`src/design/scd_params.svh`:
```
// Constants for the strap configuration decoder: bus offsets, strap bit
// positions, register field positions and timing counts.
// Assumes inclusion by the package and the decoder module only.
`ifndef SCD_PARAMS_SVH
`define SCD_PARAMS_SVH

// ***************************************************************
// Register byte offsets (word aligned)
// ***************************************************************
`define SCD_OFS_STATUS    8'h00
`define SCD_OFS_STRAP     8'h04
`define SCD_OFS_LEDFUNC   8'h08
`define SCD_OFS_LEDCTRL   8'h0c
`define SCD_OFS_LINKCFG   8'h10
`define SCD_OFS_PORTADDR  8'h14

// ***************************************************************
// Strap vector layout: pin n occupies bits 4n+3..4n
// ***************************************************************
`define SCD_PINS          8
`define SCD_PIN_W         4
`define SCD_STRAP_W       32
`define SCD_SB_FN         0
`define SCD_SB_STAT       2
`define SCD_SB_ADDR       3
`define SCD_SB_MED0       15
`define SCD_SB_COMBINE    16
`define SCD_SB_FLIP       17
`define SCD_SB_SDPOL      18
`define SCD_SB_MED1       19
`define SCD_SB_CLKEN      20
`define SCD_SB_CLKFAST    21
`define SCD_SB_MED2       23
`define SCD_SB_DOWNSHIFT  30

// ***************************************************************
// Register field positions
// ***************************************************************
`define SCD_ST_DONE       0
`define SCD_ST_MEDRSV     1
`define SCD_LC_COPPER     15
`define SCD_LC_STAT_LO    0
`define SCD_LK_CLKEN      0
`define SCD_LK_CLKFAST    1
`define SCD_LK_SDPOL      2
`define SCD_LK_DOWNSHIFT  3
`define SCD_LK_MED_LO     4
`define SCD_PA_HIGH_LO    0
`define SCD_PA_FLIP       4
`define SCD_MED_RESERVED  3'h4
`define SCD_PORTS         4

// ***************************************************************
// Timing
// ***************************************************************
`define SCD_SETTLE_CYC    4'h8

`endif

```
`src/design/scd_pkg.sv`:
```
// Types for the strap configuration decoder.
// Assumes scd_params.svh sits in the include path.
`include "scd_params.svh"

package scd_pkg;

    // ***********************************************************
    // Capture sequence
    // ***********************************************************
    typedef enum logic {
        SCD_WAIT,
        SCD_RUN
    } scd_phase_e;

    // ***********************************************************
    // Whole state of the decoder
    // ***********************************************************
    typedef struct packed {
        scd_phase_e                  phase;
        logic [`SCD_STRAP_W-1:0]     sync1;
        logic [`SCD_STRAP_W-1:0]     sync2;
        logic [`SCD_STRAP_W-1:0]     sync3;
        logic [3:0]                  settleCnt;
        logic [`SCD_STRAP_W-1:0]     strapRaw;
        logic                        strapDone;
        logic [15:0]                 ledFunc;
        logic                        ledCopperOnly;
        logic [3:0]                  ledStatic;
        logic                        clkOutEn;
        logic                        clkOutFast;
        logic                        sigDetActLow;
        logic                        downshiftEn;
        logic [2:0]                  mediaSel;
        logic [2:0]                  addrHigh;
        logic                        addrFlip;
        logic [`SCD_PORTS-1:0][4:0]  portAddr;
        logic                        wrPend;
        logic [7:0]                  wrAddr;
        logic [31:0]                 rdata;
        logic                        readyOut;
        logic                        respOut;
    } scd_state_s;

endpackage

```
`src/design/scd_strap_decoder.sv`:
```
// Strap configuration decoder: samples eight strap codes after reset,
// turns them into power-up defaults and exposes them over AHB-Lite.
// Assumes strap codes arrive already digitised from the resistor sense
// front end, asynchronous to ref_clk, and one AHB-Lite master.
//
// The placing of the registers and the AHB-Lite register port are this design's own decisions.
`timescale 1ns/1ps
`default_nettype none

module scd_strap_decoder
    import scd_pkg::*;
(
    input  wire logic        ref_clk,
    input  wire logic        rst_n,
    input  wire logic [3:0]  strapCode0,
    input  wire logic [3:0]  strapCode1,
    input  wire logic [3:0]  strapCode2,
    input  wire logic [3:0]  strapCode3,
    input  wire logic [3:0]  strapCode4,
    input  wire logic [3:0]  strapCode5,
    input  wire logic [3:0]  strapCode6,
    input  wire logic [3:0]  strapCode7,
    input  wire logic        hsel,
    input  wire logic [31:0] haddr,
    input  wire logic [1:0]  htrans,
    input  wire logic        hwrite,
    input  wire logic [2:0]  hsize,
    input  wire logic [31:0] hwdata,
    input  wire logic        hready,
    output logic [31:0]      hrdata,
    output logic             hreadyout,
    output logic             hresp,
    output logic             strapDone,
    output logic [15:0]      indicatorFunc,
    output logic             indicatorCopperOnly,
    output logic [3:0]       indicatorStatic,
    output logic             recoveredClockOutEn,
    output logic             recoveredClockOutFast,
    output logic             signalDetectActLow,
    output logic             downshiftEn,
    output logic [2:0]       mediaSel,
    output logic [2:0]       portAddressHighBits,
    output logic             addressOrderFlip,
    output logic [4:0]       portAddr0,
    output logic [4:0]       portAddr1,
    output logic [4:0]       portAddr2,
    output logic [4:0]       portAddr3
);

    // ***********************************************************
    // Helpers
    // ***********************************************************
    // Port i answers at the strapped high bits plus i, or 3-i
    function automatic logic [4:0] portAddrOf(
        input logic [2:0] high,
        input logic       flip,
        input int         idx
    );
        logic [1:0] low;
        low = flip ? 2'(`SCD_PORTS - 1 - idx) : 2'(idx);
        return {high, low};
    endfunction

    // One bit of one pin's code out of the full strap vector; the function,
    // static and address high bit defaults go through here, the other strapped
    // defaults index the vector directly through the bit positions
    function automatic logic pinBit(
        input logic [`SCD_STRAP_W-1:0] vec,
        input int                      pin,
        input int                      pos
    );
        return vec[`SCD_PIN_W*pin + pos];
    endfunction

    // A transfer in its address phase that targets this slave
    function automatic logic busReq(
        input logic       sel,
        input logic       rdy,
        input logic [1:0] trans
    );
        return sel && rdy && trans[1];
    endfunction

    // ***********************************************************
    // State
    // ***********************************************************
    scd_state_s          state_r;
    scd_state_s          state_nxt;
    logic [`SCD_STRAP_W-1:0] pinVec;
    logic [7:0]          addrLow;

    // each pin's code keeps the rail bit on top
    assign pinVec = {strapCode7, strapCode6, strapCode5, strapCode4,
                     strapCode3, strapCode2, strapCode1, strapCode0};
    assign addrLow = haddr[7:0];

    // ***********************************************************
    // Next state
    // ***********************************************************
    always_comb begin
        state_nxt = state_r;

        // Three stages; only the second and third are compared
        state_nxt.sync1 = pinVec;
        state_nxt.sync2 = state_r.sync1;
        state_nxt.sync3 = state_r.sync2;
        state_nxt.readyOut = 1'b1;
        state_nxt.respOut = 1'b0;

        // Data phase of a write: software overrides the defaults
        if (state_r.wrPend) begin
            case (state_r.wrAddr)
                `SCD_OFS_LEDFUNC: begin
                    state_nxt.ledFunc = hwdata[15:0];
                end
                `SCD_OFS_LEDCTRL: begin
                    state_nxt.ledCopperOnly =
                        hwdata[`SCD_LC_COPPER];
                    state_nxt.ledStatic =
                        hwdata[`SCD_LC_STAT_LO +: 4];
                end
                `SCD_OFS_LINKCFG: begin
                    state_nxt.clkOutEn = hwdata[`SCD_LK_CLKEN];
                    state_nxt.clkOutFast = hwdata[`SCD_LK_CLKFAST];
                    state_nxt.sigDetActLow = hwdata[`SCD_LK_SDPOL];
                    state_nxt.downshiftEn = hwdata[`SCD_LK_DOWNSHIFT];
                    state_nxt.mediaSel =
                        hwdata[`SCD_LK_MED_LO +: 3];
                end
                // Address straps have no register substitute
                default: begin
                end
            endcase
        end

        state_nxt.wrPend = busReq(hsel, hready, htrans) && hwrite;
        if (state_nxt.wrPend) begin
            state_nxt.wrAddr = addrLow;
        end

        case (state_r.phase)
            SCD_WAIT: begin
                if (state_r.settleCnt != `SCD_SETTLE_CYC) begin
                    state_nxt.settleCnt = state_r.settleCnt + 4'h1;
                end else if (state_r.sync2 == state_r.sync3) begin
                    // One capture per reset; the load wins over a
                    // write landing in the same cycle
                    state_nxt.phase = SCD_RUN;
                    state_nxt.strapDone = 1'b1;
                    state_nxt.strapRaw = state_r.sync3;
                    // Function fields are four bits wide; the straps
                    // only reach the low two, software the rest
                    for (int i = 0; i < `SCD_PORTS; i++) begin
                        state_nxt.ledFunc[4*i +: 4] = {
                            2'h0,
                            pinBit(state_r.sync3, i, `SCD_SB_FN + 1),
                            pinBit(state_r.sync3, i, `SCD_SB_FN)
                        };
                        // 0 blinks, 1 holds static status
                        state_nxt.ledStatic[i] =
                            pinBit(state_r.sync3, i,
                                   `SCD_SB_STAT);
                    end
                    // Only the top three address bits are strapped;
                    // the low two come from the port index
                    state_nxt.addrHigh = {
                        pinBit(state_r.sync3, 2, `SCD_SB_ADDR),
                        pinBit(state_r.sync3, 1, `SCD_SB_ADDR),
                        pinBit(state_r.sync3, 0, `SCD_SB_ADDR)
                    };
                    state_nxt.addrFlip =
                        state_r.sync3[`SCD_SB_FLIP];
                    state_nxt.ledCopperOnly =
                        state_r.sync3[`SCD_SB_COMBINE];
                    state_nxt.sigDetActLow =
                        state_r.sync3[`SCD_SB_SDPOL];
                    state_nxt.clkOutEn =
                        state_r.sync3[`SCD_SB_CLKEN];
                    state_nxt.clkOutFast =
                        state_r.sync3[`SCD_SB_CLKFAST];
                    state_nxt.downshiftEn =
                        state_r.sync3[`SCD_SB_DOWNSHIFT];
                    state_nxt.mediaSel = {
                        state_r.sync3[`SCD_SB_MED2],
                        state_r.sync3[`SCD_SB_MED1],
                        state_r.sync3[`SCD_SB_MED0]
                    };
                end
            end
            SCD_RUN: begin
            end
            default: begin
                state_nxt.phase = SCD_WAIT;
            end
        endcase

        for (int i = 0; i < `SCD_PORTS; i++) begin
            state_nxt.portAddr[i] = portAddrOf(state_nxt.addrHigh,
                state_nxt.addrFlip, i);
        end

        // Read data is built from the next values, so a read right
        // after a write already sees the new contents
        if (busReq(hsel, hready, htrans) && !hwrite) begin
            state_nxt.rdata = 32'h0;
            case (addrLow)
                `SCD_OFS_STATUS: begin
                    state_nxt.rdata[`SCD_ST_DONE] = state_nxt.strapDone;
                    state_nxt.rdata[`SCD_ST_MEDRSV] =
                        (state_nxt.mediaSel == `SCD_MED_RESERVED);
                end
                `SCD_OFS_STRAP: begin
                    state_nxt.rdata = state_nxt.strapRaw;
                end
                `SCD_OFS_LEDFUNC: begin
                    state_nxt.rdata[15:0] = state_nxt.ledFunc;
                end
                `SCD_OFS_LEDCTRL: begin
                    state_nxt.rdata[`SCD_LC_COPPER] =
                        state_nxt.ledCopperOnly;
                    state_nxt.rdata[`SCD_LC_STAT_LO +: 4] =
                        state_nxt.ledStatic;
                end
                `SCD_OFS_LINKCFG: begin
                    state_nxt.rdata[`SCD_LK_CLKEN] = state_nxt.clkOutEn;
                    state_nxt.rdata[`SCD_LK_CLKFAST] =
                        state_nxt.clkOutFast;
                    state_nxt.rdata[`SCD_LK_SDPOL] =
                        state_nxt.sigDetActLow;
                    state_nxt.rdata[`SCD_LK_DOWNSHIFT] =
                        state_nxt.downshiftEn;
                    state_nxt.rdata[`SCD_LK_MED_LO +: 3] =
                        state_nxt.mediaSel;
                end
                `SCD_OFS_PORTADDR: begin
                    state_nxt.rdata[`SCD_PA_HIGH_LO +: 3] =
                        state_nxt.addrHigh;
                    state_nxt.rdata[`SCD_PA_FLIP] = state_nxt.addrFlip;
                end
                // Unmapped offsets read as zero
                default: begin
                end
            endcase
        end
    end

    // ***********************************************************
    // Register
    // ***********************************************************
    always_ff @(posedge ref_clk) begin
        if (!rst_n) begin
            state_r <= '0;
        end else begin
            state_r <= state_nxt;
        end
    end

    // ***********************************************************
    // Outputs
    // ***********************************************************
    assign hrdata                = state_r.rdata;
    assign hreadyout             = state_r.readyOut;
    assign hresp                 = state_r.respOut;
    assign strapDone             = state_r.strapDone;
    assign indicatorFunc         = state_r.ledFunc;
    assign indicatorCopperOnly   = state_r.ledCopperOnly;
    assign indicatorStatic       = state_r.ledStatic;
    assign recoveredClockOutEn   = state_r.clkOutEn;
    assign recoveredClockOutFast = state_r.clkOutFast;
    assign signalDetectActLow    = state_r.sigDetActLow;
    assign downshiftEn           = state_r.downshiftEn;
    assign mediaSel              = state_r.mediaSel;
    assign portAddressHighBits   = state_r.addrHigh;
    assign addressOrderFlip      = state_r.addrFlip;
    assign portAddr0             = state_r.portAddr[0];
    assign portAddr1             = state_r.portAddr[1];
    assign portAddr2             = state_r.portAddr[2];
    assign portAddr3             = state_r.portAddr[3];

endmodule // scd_strap_decoder

`default_nettype wire

```
`config.mk`:
```
export PLATFORM = sky130hd
export DESIGN_NAME = scd_strap_decoder
export DESIGN_NICKNAME = d
export VERILOG_FILES = /design/src/design/scd_pkg.sv /design/src/design/scd_strap_decoder.sv
export VERILOG_INCLUDE_DIRS = /design/src /design/src/design
export SDC_FILE = /design/constraint.sdc
export NUM_CORES = 1
export LEC_CHECK = 0
export BUFFER_PORTS_ARGS = -buffer_cell sky130_fd_sc_hd__buf_2
export CAP_MARGIN = 20
export CORE_ASPECT_RATIO = 1.25
export CORE_MARGIN = 2
export CORE_UTILIZATION = 35
export DETAILED_ROUTE_END_ITERATION = 16
export SLEW_MARGIN = 0
export SYNTH_ARGS = -nofsm -noshare
export SYNTH_HDL_FRONTEND = slang
export SYNTH_SLANG_ARGS = --single-unit
```
`constraint.sdc`:
```
create_clock -name ref_clk -period 7.5 [get_ports ref_clk]
set_clock_uncertainty 0.05 [all_clocks]
set_input_delay 0.375 -clock ref_clk [delete_from_list [all_inputs] [get_ports ref_clk]]
set_output_delay 0.375 -clock ref_clk [all_outputs]
set_load 0.02 [all_outputs]
```
==> impl_metrics.env, run 1 <==
export IMPL_critPathKind="flip-flop to flip-flop"
export IMPL_cts_buffer_depth=3
export IMPL_r2r_end="hrdata[2]"
export IMPL_ys_types=53
export IMPL_min_path_cells=2
export IMPL_syn_nets=982
export IMPL_gp_congestion=0.8369
export IMPL_worst_path_max_fanout=51
export IMPL_crit_path_end_kind="flip-flop"
export IMPL_netlist_area_mm2=0.008285
export IMPL_arrival_ns=3.90
export IMPL_grt_use_total=0.1530
export IMPL_grt_max_degree=107
export IMPL_period_minus_slack_ns=3.564
export IMPL_die_height_um=176.0
export IMPL_syn_to_final_growth_pct=12.90
export IMPL_rsz0062_at_grt="no"
export IMPL_crit_family="simple AND/OR/NAND/NOR gates"
export IMPL_setup_viol=0
export IMPL_cpMaxStageDelayCell="or4_2"
export IMPL_first_pass_iters=5
export IMPL_hold_end="state_nxt[180]"
export IMPL_critical_path_cell_chain="xor2_1, nor4_1, nand4_1, or4_2, buf_4, mux2_2, a221o_1, a21o_1"
export IMPL_overflow=0
export IMPL_clk_latency_ns=0.49
export IMPL_synth_ff_type="dfxtp_1"
export IMPL_p_per_area_mw_per_mm2=243.1
export IMPL_avgRoutedWirePerCell_um=16.03
export IMPL_coreArea_mm2=0.02312
export IMPL_max_freq_mhz=280.6
export IMPL_yosysTopAreaCellShare=0.5050
export IMPL_drt_iter0_drc=323
export IMPL_reg2reg_setup_slack_ns=3.94
export IMPL_setup_tns_ns=0
export IMPL_seq_area_frac_synth=0.5050
export IMPL_yosysTopAreaCell="dfxtp_1"
export IMPL_drive_above_1_share=0.2249
export IMPL_final_util=0.4046
export IMPL_postRouteAntennaNets=0
export IMPL_relSlewSlack=0.2311
export IMPL_yosysMostFrequentCell="dfxtp_1"
export IMPL_postCtsSetupRepairBufs=0
export IMPL_drv_slew=0
export IMPL_cts_sinks=209
export IMPL_maxCapViolations=0
export IMPL_numCtsBuffers=21
export IMPL_reg2reg_from="state_r[135]"
export IMPL_tritoncts="built"
export IMPL_finalHoldViolCount=0
export IMPL_antenna_found_initial=0
export IMPL_remaining_drc_errors=0
export IMPL_finalPower_uw=2274
export IMPL_layout_nets=1036
export IMPL_max_vdd_ir_drop_uv=157.5
export IMPL_worst_slew_pin_slew_ns=1.147
export IMPL_syn_area_per_cell_um2=9.480
export IMPL_io_pins=193
export IMPL_synthesis_instances=874
export IMPL_worstRegToRegCells=8
export IMPL_grt_pass1_wl_um=30130
export IMPL_die_area_mm2=0.02493
export IMPL_worstHoldStart="strapCode4[0]"
export IMPL_timing_final_crit_share=0.4752
export IMPL_max_stage_delay_ns=0.88
export IMPL_cts_root_buf="clkbuf_16"
export IMPL_synth_common_cells="209 x dfxtp_1, 110 x nand2_1, 103 x and2_1"
export IMPL_drt_wl_total_um=19650
export IMPL_viasPerCell=4.751
export IMPL_vias=5825
export IMPL_port_buffers=147
export IMPL_post_place_ws_ns=3.955
export IMPL_start_util=0.3584
export IMPL_async_reset_ff_frac=0
export IMPL_yosysWarningCount=0
export IMPL_hold_class="input port to flip-flop"
export IMPL_post_cts_resized=0
export IMPL_synth_edf_count=0
export IMPL_worst_slack_ns=3.936
export IMPL_cp_data_required_time_ns=7.84
export IMPL_critPathLaunchType="flip-flop"
export IMPL_die_w_um=141.6
export IMPL_num_rows=62
export IMPL_grt_pass1_vias=5436
export IMPL_status="completed"
export IMPL_path_clk_slew_ns=0.06
export IMPL_cts_htree_levels=1
export IMPL_cp_num_buf_inv=1
export IMPL_ys_ff_latch=209
export IMPL_synth_area_top_cells="dfxtp_1 50%, and2_1 7.8%, buf_4 7.2%"
export IMPL_p_leak_uw=0.004125
export IMPL_hold_buffers=0
export IMPL_hpwl_um=14120
export IMPL_diodes=0
-- through the flow --
step,hold slack (ns),area (µm²),std cells
after detailed placement,0.3715,8682,1193
after global placement,0.3707,8682,1193
after global routing,0.01747,9354,1226
after CTS,0.02161,9354,1226
after floorplan,0.3527,8285,874
final,0.03909,9354,1226
-- sequential cells by signal, summed over array words and instances, names as in the netlist --
| signal | cells |
|---|---|
| downshiftEn | 1 |
| hrdata | 32 |
| hreadyout | 1 |
| indicatorCopperOnly | 1 |
| indicatorFunc | 16 |
| indicatorStatic | 4 |
| mediaSel | 3 |
| portAddr0 | 1 |
| portAddr1 | 1 |
| portAddressHighBits | 3 |
| recoveredClockOutEn | 1 |
| recoveredClockOutFast | 1 |
| signalDetectActLow | 1 |
| state_nxt | 64 |
| state_r | 78 |
| strapDone | 1 |
-- worst max path at each step --
stage | slack (ns) | cells past startpoint | start | endpoint
final | 3.94 | 8 | state_r[135] | hrdata[2]
after global routing | 3.69 | 8 | state_r[135] | hrdata[2]
after detailed placement | 3.95 | 8 | state_r[135] | hrdata[2]
after global placement | 3.98 | 8 | state_r[135] | hrdata[2]
after floorplan | 4.93 | 10 | state_r[128] | hrdata[2]
after CTS | 3.93 | 8 | state_r[135] | hrdata[2]
-- worst reg2reg max path, delay by kind of cell, from the launching register on --
family / cells / cell delay, ns
AND/OR/NAND/NOR: 3 / 1.56
AO/OA/AOI/OAI: 2 / 0.48
flip-flops: 1 / 0.47
buffers and inverters: 1 / 0.42
multiplexers: 1 / 0.39
XOR/XNOR: 1 / 0.10
-- area by class of cell --
class	count	area, µm²
Fill cell	2330	13760
Sequential cell	209	4184
Clock buffer	26	584.3
Multi-Input combinational cell	535	3319
Tap cell	288	360.3
Timing Repair Buffer	155	795.8
Inverter	6	22.52
Clock inverter	7	87.58
-- cells in the final DEF, fill, tap and decap left out, types with 3 or more instances in the layout --
| cell type | synthesis | layout |
|---|---|---|
| nand4b_1 | 6 | 6 |
| o21a_1 | 5 | 5 |
| nor2_1 | 51 | 51 |
| or4_1 | 4 | 3 |
| mux2_2 | 17 | 17 |
| nor3_1 | 7 | 7 |
| clkbuf_8 | 0 | 4 |
| nand2_1 | 110 | 110 |
| mux2i_1 | 25 | 25 |
| o21ai_0 | 19 | 19 |
| nand4_1 | 9 | 9 |
| a21oi_1 | 51 | 51 |
| a2bb2oi_1 | 5 | 5 |
| inv_1 | 6 | 5 |
| nand2b_1 | 4 | 4 |
| and2_1 | 103 | 103 |
| buf_2 | 6 | 147 |
| xnor2_1 | 12 | 12 |
| xor2_1 | 24 | 24 |
| nand3_1 | 5 | 5 |
| a22oi_1 | 5 | 5 |
| clkinv_2 | 0 | 4 |
| dfxtp_1 | 209 | 209 |
| nor4b_1 | 3 | 3 |
| a31oi_1 | 3 | 3 |
| o211ai_1 | 5 | 5 |
| buf_4 | 79 | 8 |
| nor4_1 | 7 | 7 |
| clkbuf_16 | 0 | 21 |
| a221oi_1 | 3 | 3 |
| a22o_1 | 17 | 17 |
| and3_1 | 3 | 3 |
| a211oi_1 | 6 | 6 |
-- power by group --
part | internal, µW | switching, µW | leakage (µW) | total [µW]
sequential | 1140 | 15.8 | 0.00170 | 1150
clock | 615 | 413 | 0.000333 | 1030
combinational | 40.6 | 54.4 | 0.00209 | 94.9
total | 1790 | 483 | 0.00412 | 2270
-- cell families after synthesis --
family	count (synthesis)	share of synthesized area
simple gates	323	0.2013
flops	209	0.5050
buf+inv	130	0.09559
compound gates	129	0.1003
mux	43	0.05512
xor+xnor	36	0.03805
fa+ha+maj	3	0.004228
other cells	1	0.0004526
-- routing by layer --
| metal | wire length [µm] | track usage | vias to the layer above |
|---|---|---|---|
| met5 | 0 | 0 | - |
| met4 | 371 | 0.03917 | 0 |
| met3 | 918 | 0.02224 | 26 |
| met2 | 9657 | 0.2664 | 152 |
| met1 | 8701 | 0.1991 | 2687 |
| li1 | - | - | 2960 |
No activity file was read; power rests on OpenSTA's default activity.
==> run 2: changes to the inputs <==
==> constraint.sdc (replaced) <==
create_clock -name ref_clk -period 3.4 [get_ports ref_clk]
set_clock_uncertainty 0.05 [all_clocks]
set_input_delay 0.17 -clock ref_clk [delete_from_list [all_inputs] [get_ports ref_clk]]
set_output_delay 0.17 -clock ref_clk [all_outputs]
set_load 0.02 [all_outputs]
==> run 2 against run 1 <==
  * Worst setup slack worse by 3.5 ns
  * Critical path depth is 1 higher
  * Cell count is 4.6% higher
  * Hold slack worse by 0.016 ns
  * Combinational power grew to 2.7 times the previous value
  * Global-route usage is 0.99 points higher
  * Core utilization is 2.7 points higher
==> impl_metrics.env, run 2 (synthesis gave the netlist of run 1 again) <==
export IMPL_gp_congestion=0.8266
export IMPL_cp_common_cell="or4_1"
export IMPL_max_vdd_ir_drop_uv=329.7
export IMPL_overflow=0
export IMPL_regMostFlops="state_r"
export IMPL_layout_commonest_cell="dfxtp_1"
export IMPL_vias=6124
export IMPL_p_leak_uw=0.004401
export IMPL_critPathLaunchType="flip-flop"
export IMPL_crit_family="simple AND/OR/NAND/NOR gates"
export IMPL_cpMaxStageDelayCell="or4_1"
export IMPL_drt_iter0_drc=318
export IMPL_avgRoutedWirePerCell_um=15.86
export IMPL_tritoncts="built"
export IMPL_clk_latency_ns=0.50
export IMPL_layout_nets=1092
export IMPL_rsz0062_at_grt="no"
export IMPL_worst_slack_ns=0.4068
export IMPL_io_pins=193
export IMPL_period_minus_slack_ns=2.993
export IMPL_num_rows=62
export IMPL_final_util=0.4318
export IMPL_drv_slew=0
export IMPL_hold_class="input port to flip-flop"
export IMPL_cts_htree_levels=1
export IMPL_coreArea_mm2=0.02312
export IMPL_cts_root_buf="clkbuf_16"
export IMPL_cp_num_buf_inv=1
export IMPL_remaining_drc_errors=0
export IMPL_syn_to_final_growth_pct=20.48
export IMPL_grt_max_degree=107
export IMPL_drive_above_1_share=0.2201
export IMPL_die_height_um=176.0
export IMPL_final_cell_mix="209 x dfxtp_1, 147 x buf_2, 110 x nand2_1"
export IMPL_drt_wl_total_um=20350
export IMPL_grt_use_total=0.1629
export IMPL_finalHoldViolCount=0
export IMPL_status="completed"
export IMPL_die_area_mm2=0.02493
export IMPL_start_util=0.3584
export IMPL_setup_viol=0
export IMPL_cp_data_required_time_ns=3.74
export IMPL_antenna_found_initial=0
export IMPL_worst_slew_pin_slew_ns=0.8219
export IMPL_post_place_ws_ns=0.2913
export IMPL_cts_buffer_depth=3
export IMPL_relSlewSlack=0.4521
export IMPL_crit_path_end_kind="flip-flop"
export IMPL_postRouteAntennaNets=0
export IMPL_largest_reg_flops=78
export IMPL_critPathKind="flip-flop to flip-flop"
export IMPL_first_pass_iters=5
export IMPL_grt_pass1_wl_um=32200
export IMPL_fillers=2284
export IMPL_arrival_ns=3.33
export IMPL_max_freq_mhz=334.1
export IMPL_p_per_area_mw_per_mm2=528.1
export IMPL_critical_path_cell_chain="inv_1, ha_1, and3b_1, nand4b_1, or4_1, or4_1, mux2_2, a221oi_1, o21ai_1"
export IMPL_reg2reg_setup_slack_ns=0.41
export IMPL_hpwl_um=14430
export IMPL_cts_sinks=209
export IMPL_diodes=0
export IMPL_port_buffers=147
export IMPL_max_stage_delay_ns=0.68
export IMPL_numCtsBuffers=22
export IMPL_path_clk_slew_ns=0.06
export IMPL_timing_final_crit_share=0.8803
export IMPL_grt_pass1_vias=5907
export IMPL_maxCapViolations=0
export IMPL_setup_tns_ns=0
export IMPL_viasPerCell=4.773
export IMPL_worst_path_max_fanout=9
export IMPL_die_w_um=141.6
## run 2: worst reg2reg max path, delay by kind of cell (launching register included)
family,cells,cell delay (ns)
adder cells (fa/ha/maj),1,0.12
AO/OA/AOI/OAI,2,0.47
flip-flops,1,0.35
buffers and inverters,1,0.07
AND/OR/NAND/NOR,4,1.39
multiplexers,1,0.42
## run 2: layout make-up
cell class / count / area [µm²] / area share
Clock buffer: 30 / 651.9 / 0.06530
Timing Repair Buffer: 210 / 1341 / 0.1344
Multi-Input combinational cell: 535 / 3322 / 0.3328
Clock inverter: 5 / 100.1 / 0.01003
Tap cell: 288 / 360.3 / 0.03610
Inverter: 6 / 22.52 / 0.002256
Sequential cell: 209 / 4184 / 0.4192
## run 2: final timing paths
kind | from | endpoint | cells after the start
hold reg to reg | state_nxt[171] | state_nxt[139] | 1
setup / recovery | state_r[128] | hrdata[4] | 9
hold / removal | rst_n | downshiftEn | 2
setup reg to reg | state_r[128] | hrdata[4] | 9
## run 2: metrics by stage
stage | cell area [µm²] | hold slack [ns] | cells | power, µW
6_report | 9982 | 0.02308 | 1283 | 5271
5_1_grt | 9982 | 0.03552 | 1283 | 5471
4_1_cts | 9980 | 0.01538 | 1283 | 5333
3_5_place_dp | 8747 | 0.3285 | 1200 | 2808
3_3_place_gp | 8747 | 0.3315 | 1200 | 2805
2_1_floorplan | 8285 | 0.1477 | 874 | 2720
## run 2: where the power goes
group	switching, µW	internal (µW)	leakage [µW]
clock network	925	1550	0.000372
logic	127	126	0.00233
registers	35.5	2500	0.00170
## run 2: timing repair
item / 4_1_cts / 5_1_grt
setup buffers: 0 / 0
gates resized for setup: 0 / 1
endpoints found under the hold margin: 48 / 0
endpoints found under the setup margin: 0 / 1
hold buffers: 48 / 0
## run 2: routing by layer
| metal | track usage | routed length [µm] | vias up | part of all wire |
|---|---|---|---|---|
| li1 | - | - | 3066 | - |
| met1 | 0.2054 | 8799 | 2856 | 0.43 |
| met2 | 0.2929 | 10280 | 169 | 0.51 |
| met3 | 0.02143 | 874 | 33 | 0.043 |
| met4 | 0.04250 | 393 | 0 | 0.019 |
| met5 | 0 | 0 | - | 0 |
==> run 3: changes to the inputs <==
--- a/config.mk
+++ b/config.mk
@@ -10,7 +10,7 @@
 export CAP_MARGIN = 20
 export CORE_ASPECT_RATIO = 1.25
 export CORE_MARGIN = 2
-export CORE_UTILIZATION = 35
+export CORE_UTILIZATION = 40
 export DETAILED_ROUTE_END_ITERATION = 16
 export SLEW_MARGIN = 0
 export SYNTH_ARGS = -nofsm -noshare
==> run 3 against run 2 <==
  * Routed wire length fell by 0.80%
  * Critical endpoint is now hrdata[0]
  * Die area fell by 12%
  * Sequential cell count did not move
  * Design area fell by 0.59%
  * Sequential power barely moved
  * Power fell by 2.8%
  * Cell count fell by 1.0%
  * Combinational power barely moved
  * Largest power group unchanged
  * Core utilization rose by 5.8 points
  * Non-clock buffer count rose by 2
  * Maximum frequency fell by 1.9%
  * Largest cell class unchanged
  * Via count barely moved
==> impl_metrics.env, run 3 (synthesis gave the netlist of run 1 again) <==
export IMPL_status="completed"
export IMPL_cp_data_required_time_ns=3.73
export IMPL_cts_htree_levels=1
export IMPL_reg2reg_setup_slack_ns=0.35
export IMPL_r2r_end="hrdata[0]"
export IMPL_num_rows=58
export IMPL_finalHoldViolCount=0
export IMPL_drt_wl_total_um=20190
export IMPL_intPower_uw=4013
export IMPL_syn_to_final_growth_pct=19.77
export IMPL_arrival_ns=3.38
export IMPL_final_util=0.4901
export IMPL_numCtsBuffers=22
export IMPL_port_buffers=147
export IMPL_hold_end="indicatorFunc[8]"
export IMPL_pwr_share_seq=0.496
export IMPL_grt_pass1_vias=5752
export IMPL_timing_final_crit_share=0.8974
export IMPL_max_vdd_ir_drop_uv=286.6
export IMPL_drive_above_1_share=0.2190
export IMPL_hpwl_um=14120
export IMPL_postRouteAntennaNets=0
export IMPL_post_cts_resized=0
export IMPL_critPathLaunchType="flip-flop"
export IMPL_grt_use_total=0.1821
export IMPL_rsz0062_at_grt="no"
export IMPL_hold_buffers=49
export IMPL_tritoncts="built"
export IMPL_switching_share=0.2164
export IMPL_p_comb_frac=0.050
export IMPL_first_pass_iters=5
export IMPL_worst_slew_pin_slew_ns=0.8064
export IMPL_worst_path_max_fanout=36
export IMPL_p_per_area_mw_per_mm2=516.1
export IMPL_drv_slew=0
export IMPL_die_w_um=132.7
export IMPL_remaining_drc_errors=0
export IMPL_largest_reg_flops=78
export IMPL_worstHoldStart="hwdata[8]"
export IMPL_gp_congestion=0.8088
export IMPL_layout_commonest_cell="dfxtp_1"
export IMPL_diodes=0
export IMPL_crit_path_end_kind="flip-flop"
export IMPL_maxCapViolations=0
export IMPL_coreArea_mm2=0.02025
export IMPL_power_share_clock=0.454
export IMPL_avgRoutedWirePerCell_um=15.90
export IMPL_p_sw_uw=1108
export IMPL_final_cell_mix="209 x dfxtp_1, 147 x buf_2, 110 x nand2_1"
export IMPL_vias=6120
export IMPL_setup_tns_ns=0
export IMPL_overflow=0
export IMPL_cts_buffer_depth=3
export IMPL_die_height_um=164.9
export IMPL_worstRegToRegCells=8
export IMPL_clk_latency_ns=0.50
export IMPL_antenna_found_initial=0
export IMPL_viasPerCell=4.819
export IMPL_cts_sinks=209
export IMPL_regMostFlops="state_r"
export IMPL_postCtsSetupRepairBufs=0
export IMPL_cts_root_buf="clkbuf_16"
export IMPL_path_clk_slew_ns=0.06
export IMPL_p_leak_uw=0.004385
export IMPL_relSlewSlack=0.4583
export IMPL_die_area_mm2=0.02189
export IMPL_start_util=0.4092
export IMPL_min_path_cells=3
export IMPL_period_minus_slack_ns=3.051
export IMPL_hold_class="input port to flip-flop"
export IMPL_io_pins=193
export IMPL_critPathKind="flip-flop to flip-flop"
export IMPL_drt_iter0_drc=348
export IMPL_setup_viol=0
export IMPL_grt_max_degree=72
export IMPL_grt_pass1_wl_um=31370
export IMPL_max_freq_mhz=327.7
export IMPL_reg2reg_from="state_r[140]"
export IMPL_layout_nets=1094
run 3: worst max path at each step:
stage | startpoint | end | slack, ns
floorplan | state_r[128] | hrdata[2] | 0.83
finish | state_r[140] | hrdata[0] | 0.35
detailed placement | state_r[153] | hrdata[0] | 0.36
global placement | state_r[153] | hrdata[0] | 0.45
global route | state_r[153] | hrdata[0] | 0.14
CTS | state_r[153] | hrdata[0] | 0.35
run 3: final cells by class:
type                    count  area (µm²)
inverters                   6       22.52
multi-input cells         535        3319
clock inverters             6       61.31
repair buffers            212        1359
fillers                  1940       10320
well taps                 270       337.8
flip-flops and latches    209        4184
clock buffers              32       639.4
run 3: per-stage QoR:
stage / setup WS [ns] / instance area [µm²] / hold slack (ns) / cells / power [µW]
2_1_floorplan: 0.8309 / 8285 / 0.1477 / 874 / 2720
3_3_place_gp: 0.4482 / 8732 / 0.3312 / 1183 / 2805
3_5_place_dp: 0.3644 / 8732 / 0.3281 / 1183 / 2809
4_1_cts: 0.3523 / 9923 / 0.003815 / 1270 / 5185
5_1_grt: 0.1433 / 9923 / 0.01381 / 1270 / 5320
6_report: 0.3487 / 9923 / 0.01009 / 1270 / 5122
run 3: routing by layer:
metal	global-route usage	part of all wire	vias to the layer above
li1	-	-	3084
met3	0.02210	0.044	40
met2	0.3184	0.49	174
met4	0.06794	0.028	0
met1	0.2309	0.44	2822
met5	0	0	-
run 3: worst max-delay path, cell delays in order (launching register included):
cell and delay [ns]:
dfxtp_1 0.44, xor2_1 0.17, nor4b_1 0.32, nand4b_1 0.23, or4_2 0.73, buf_4 0.29, mux2_2 0.33, a221oi_1 0.25
o21ai_0 0.12
run 3: power groups by stage:
| stage | registers (µW) | logic (µW) | clock network (µW) |
|---|---|---|---|
| 6_report | 2540 | 256 | 2330 |
| 4_1_cts | 2540 | 259 | 2390 |
| 2_1_floorplan | 2580 | 139 | 0 |
| 5_1_grt | 2540 | 284 | 2490 |
| 3_5_place_dp | 2590 | 217 | 0 |
| 3_3_place_gp | 2590 | 214 | 0 |
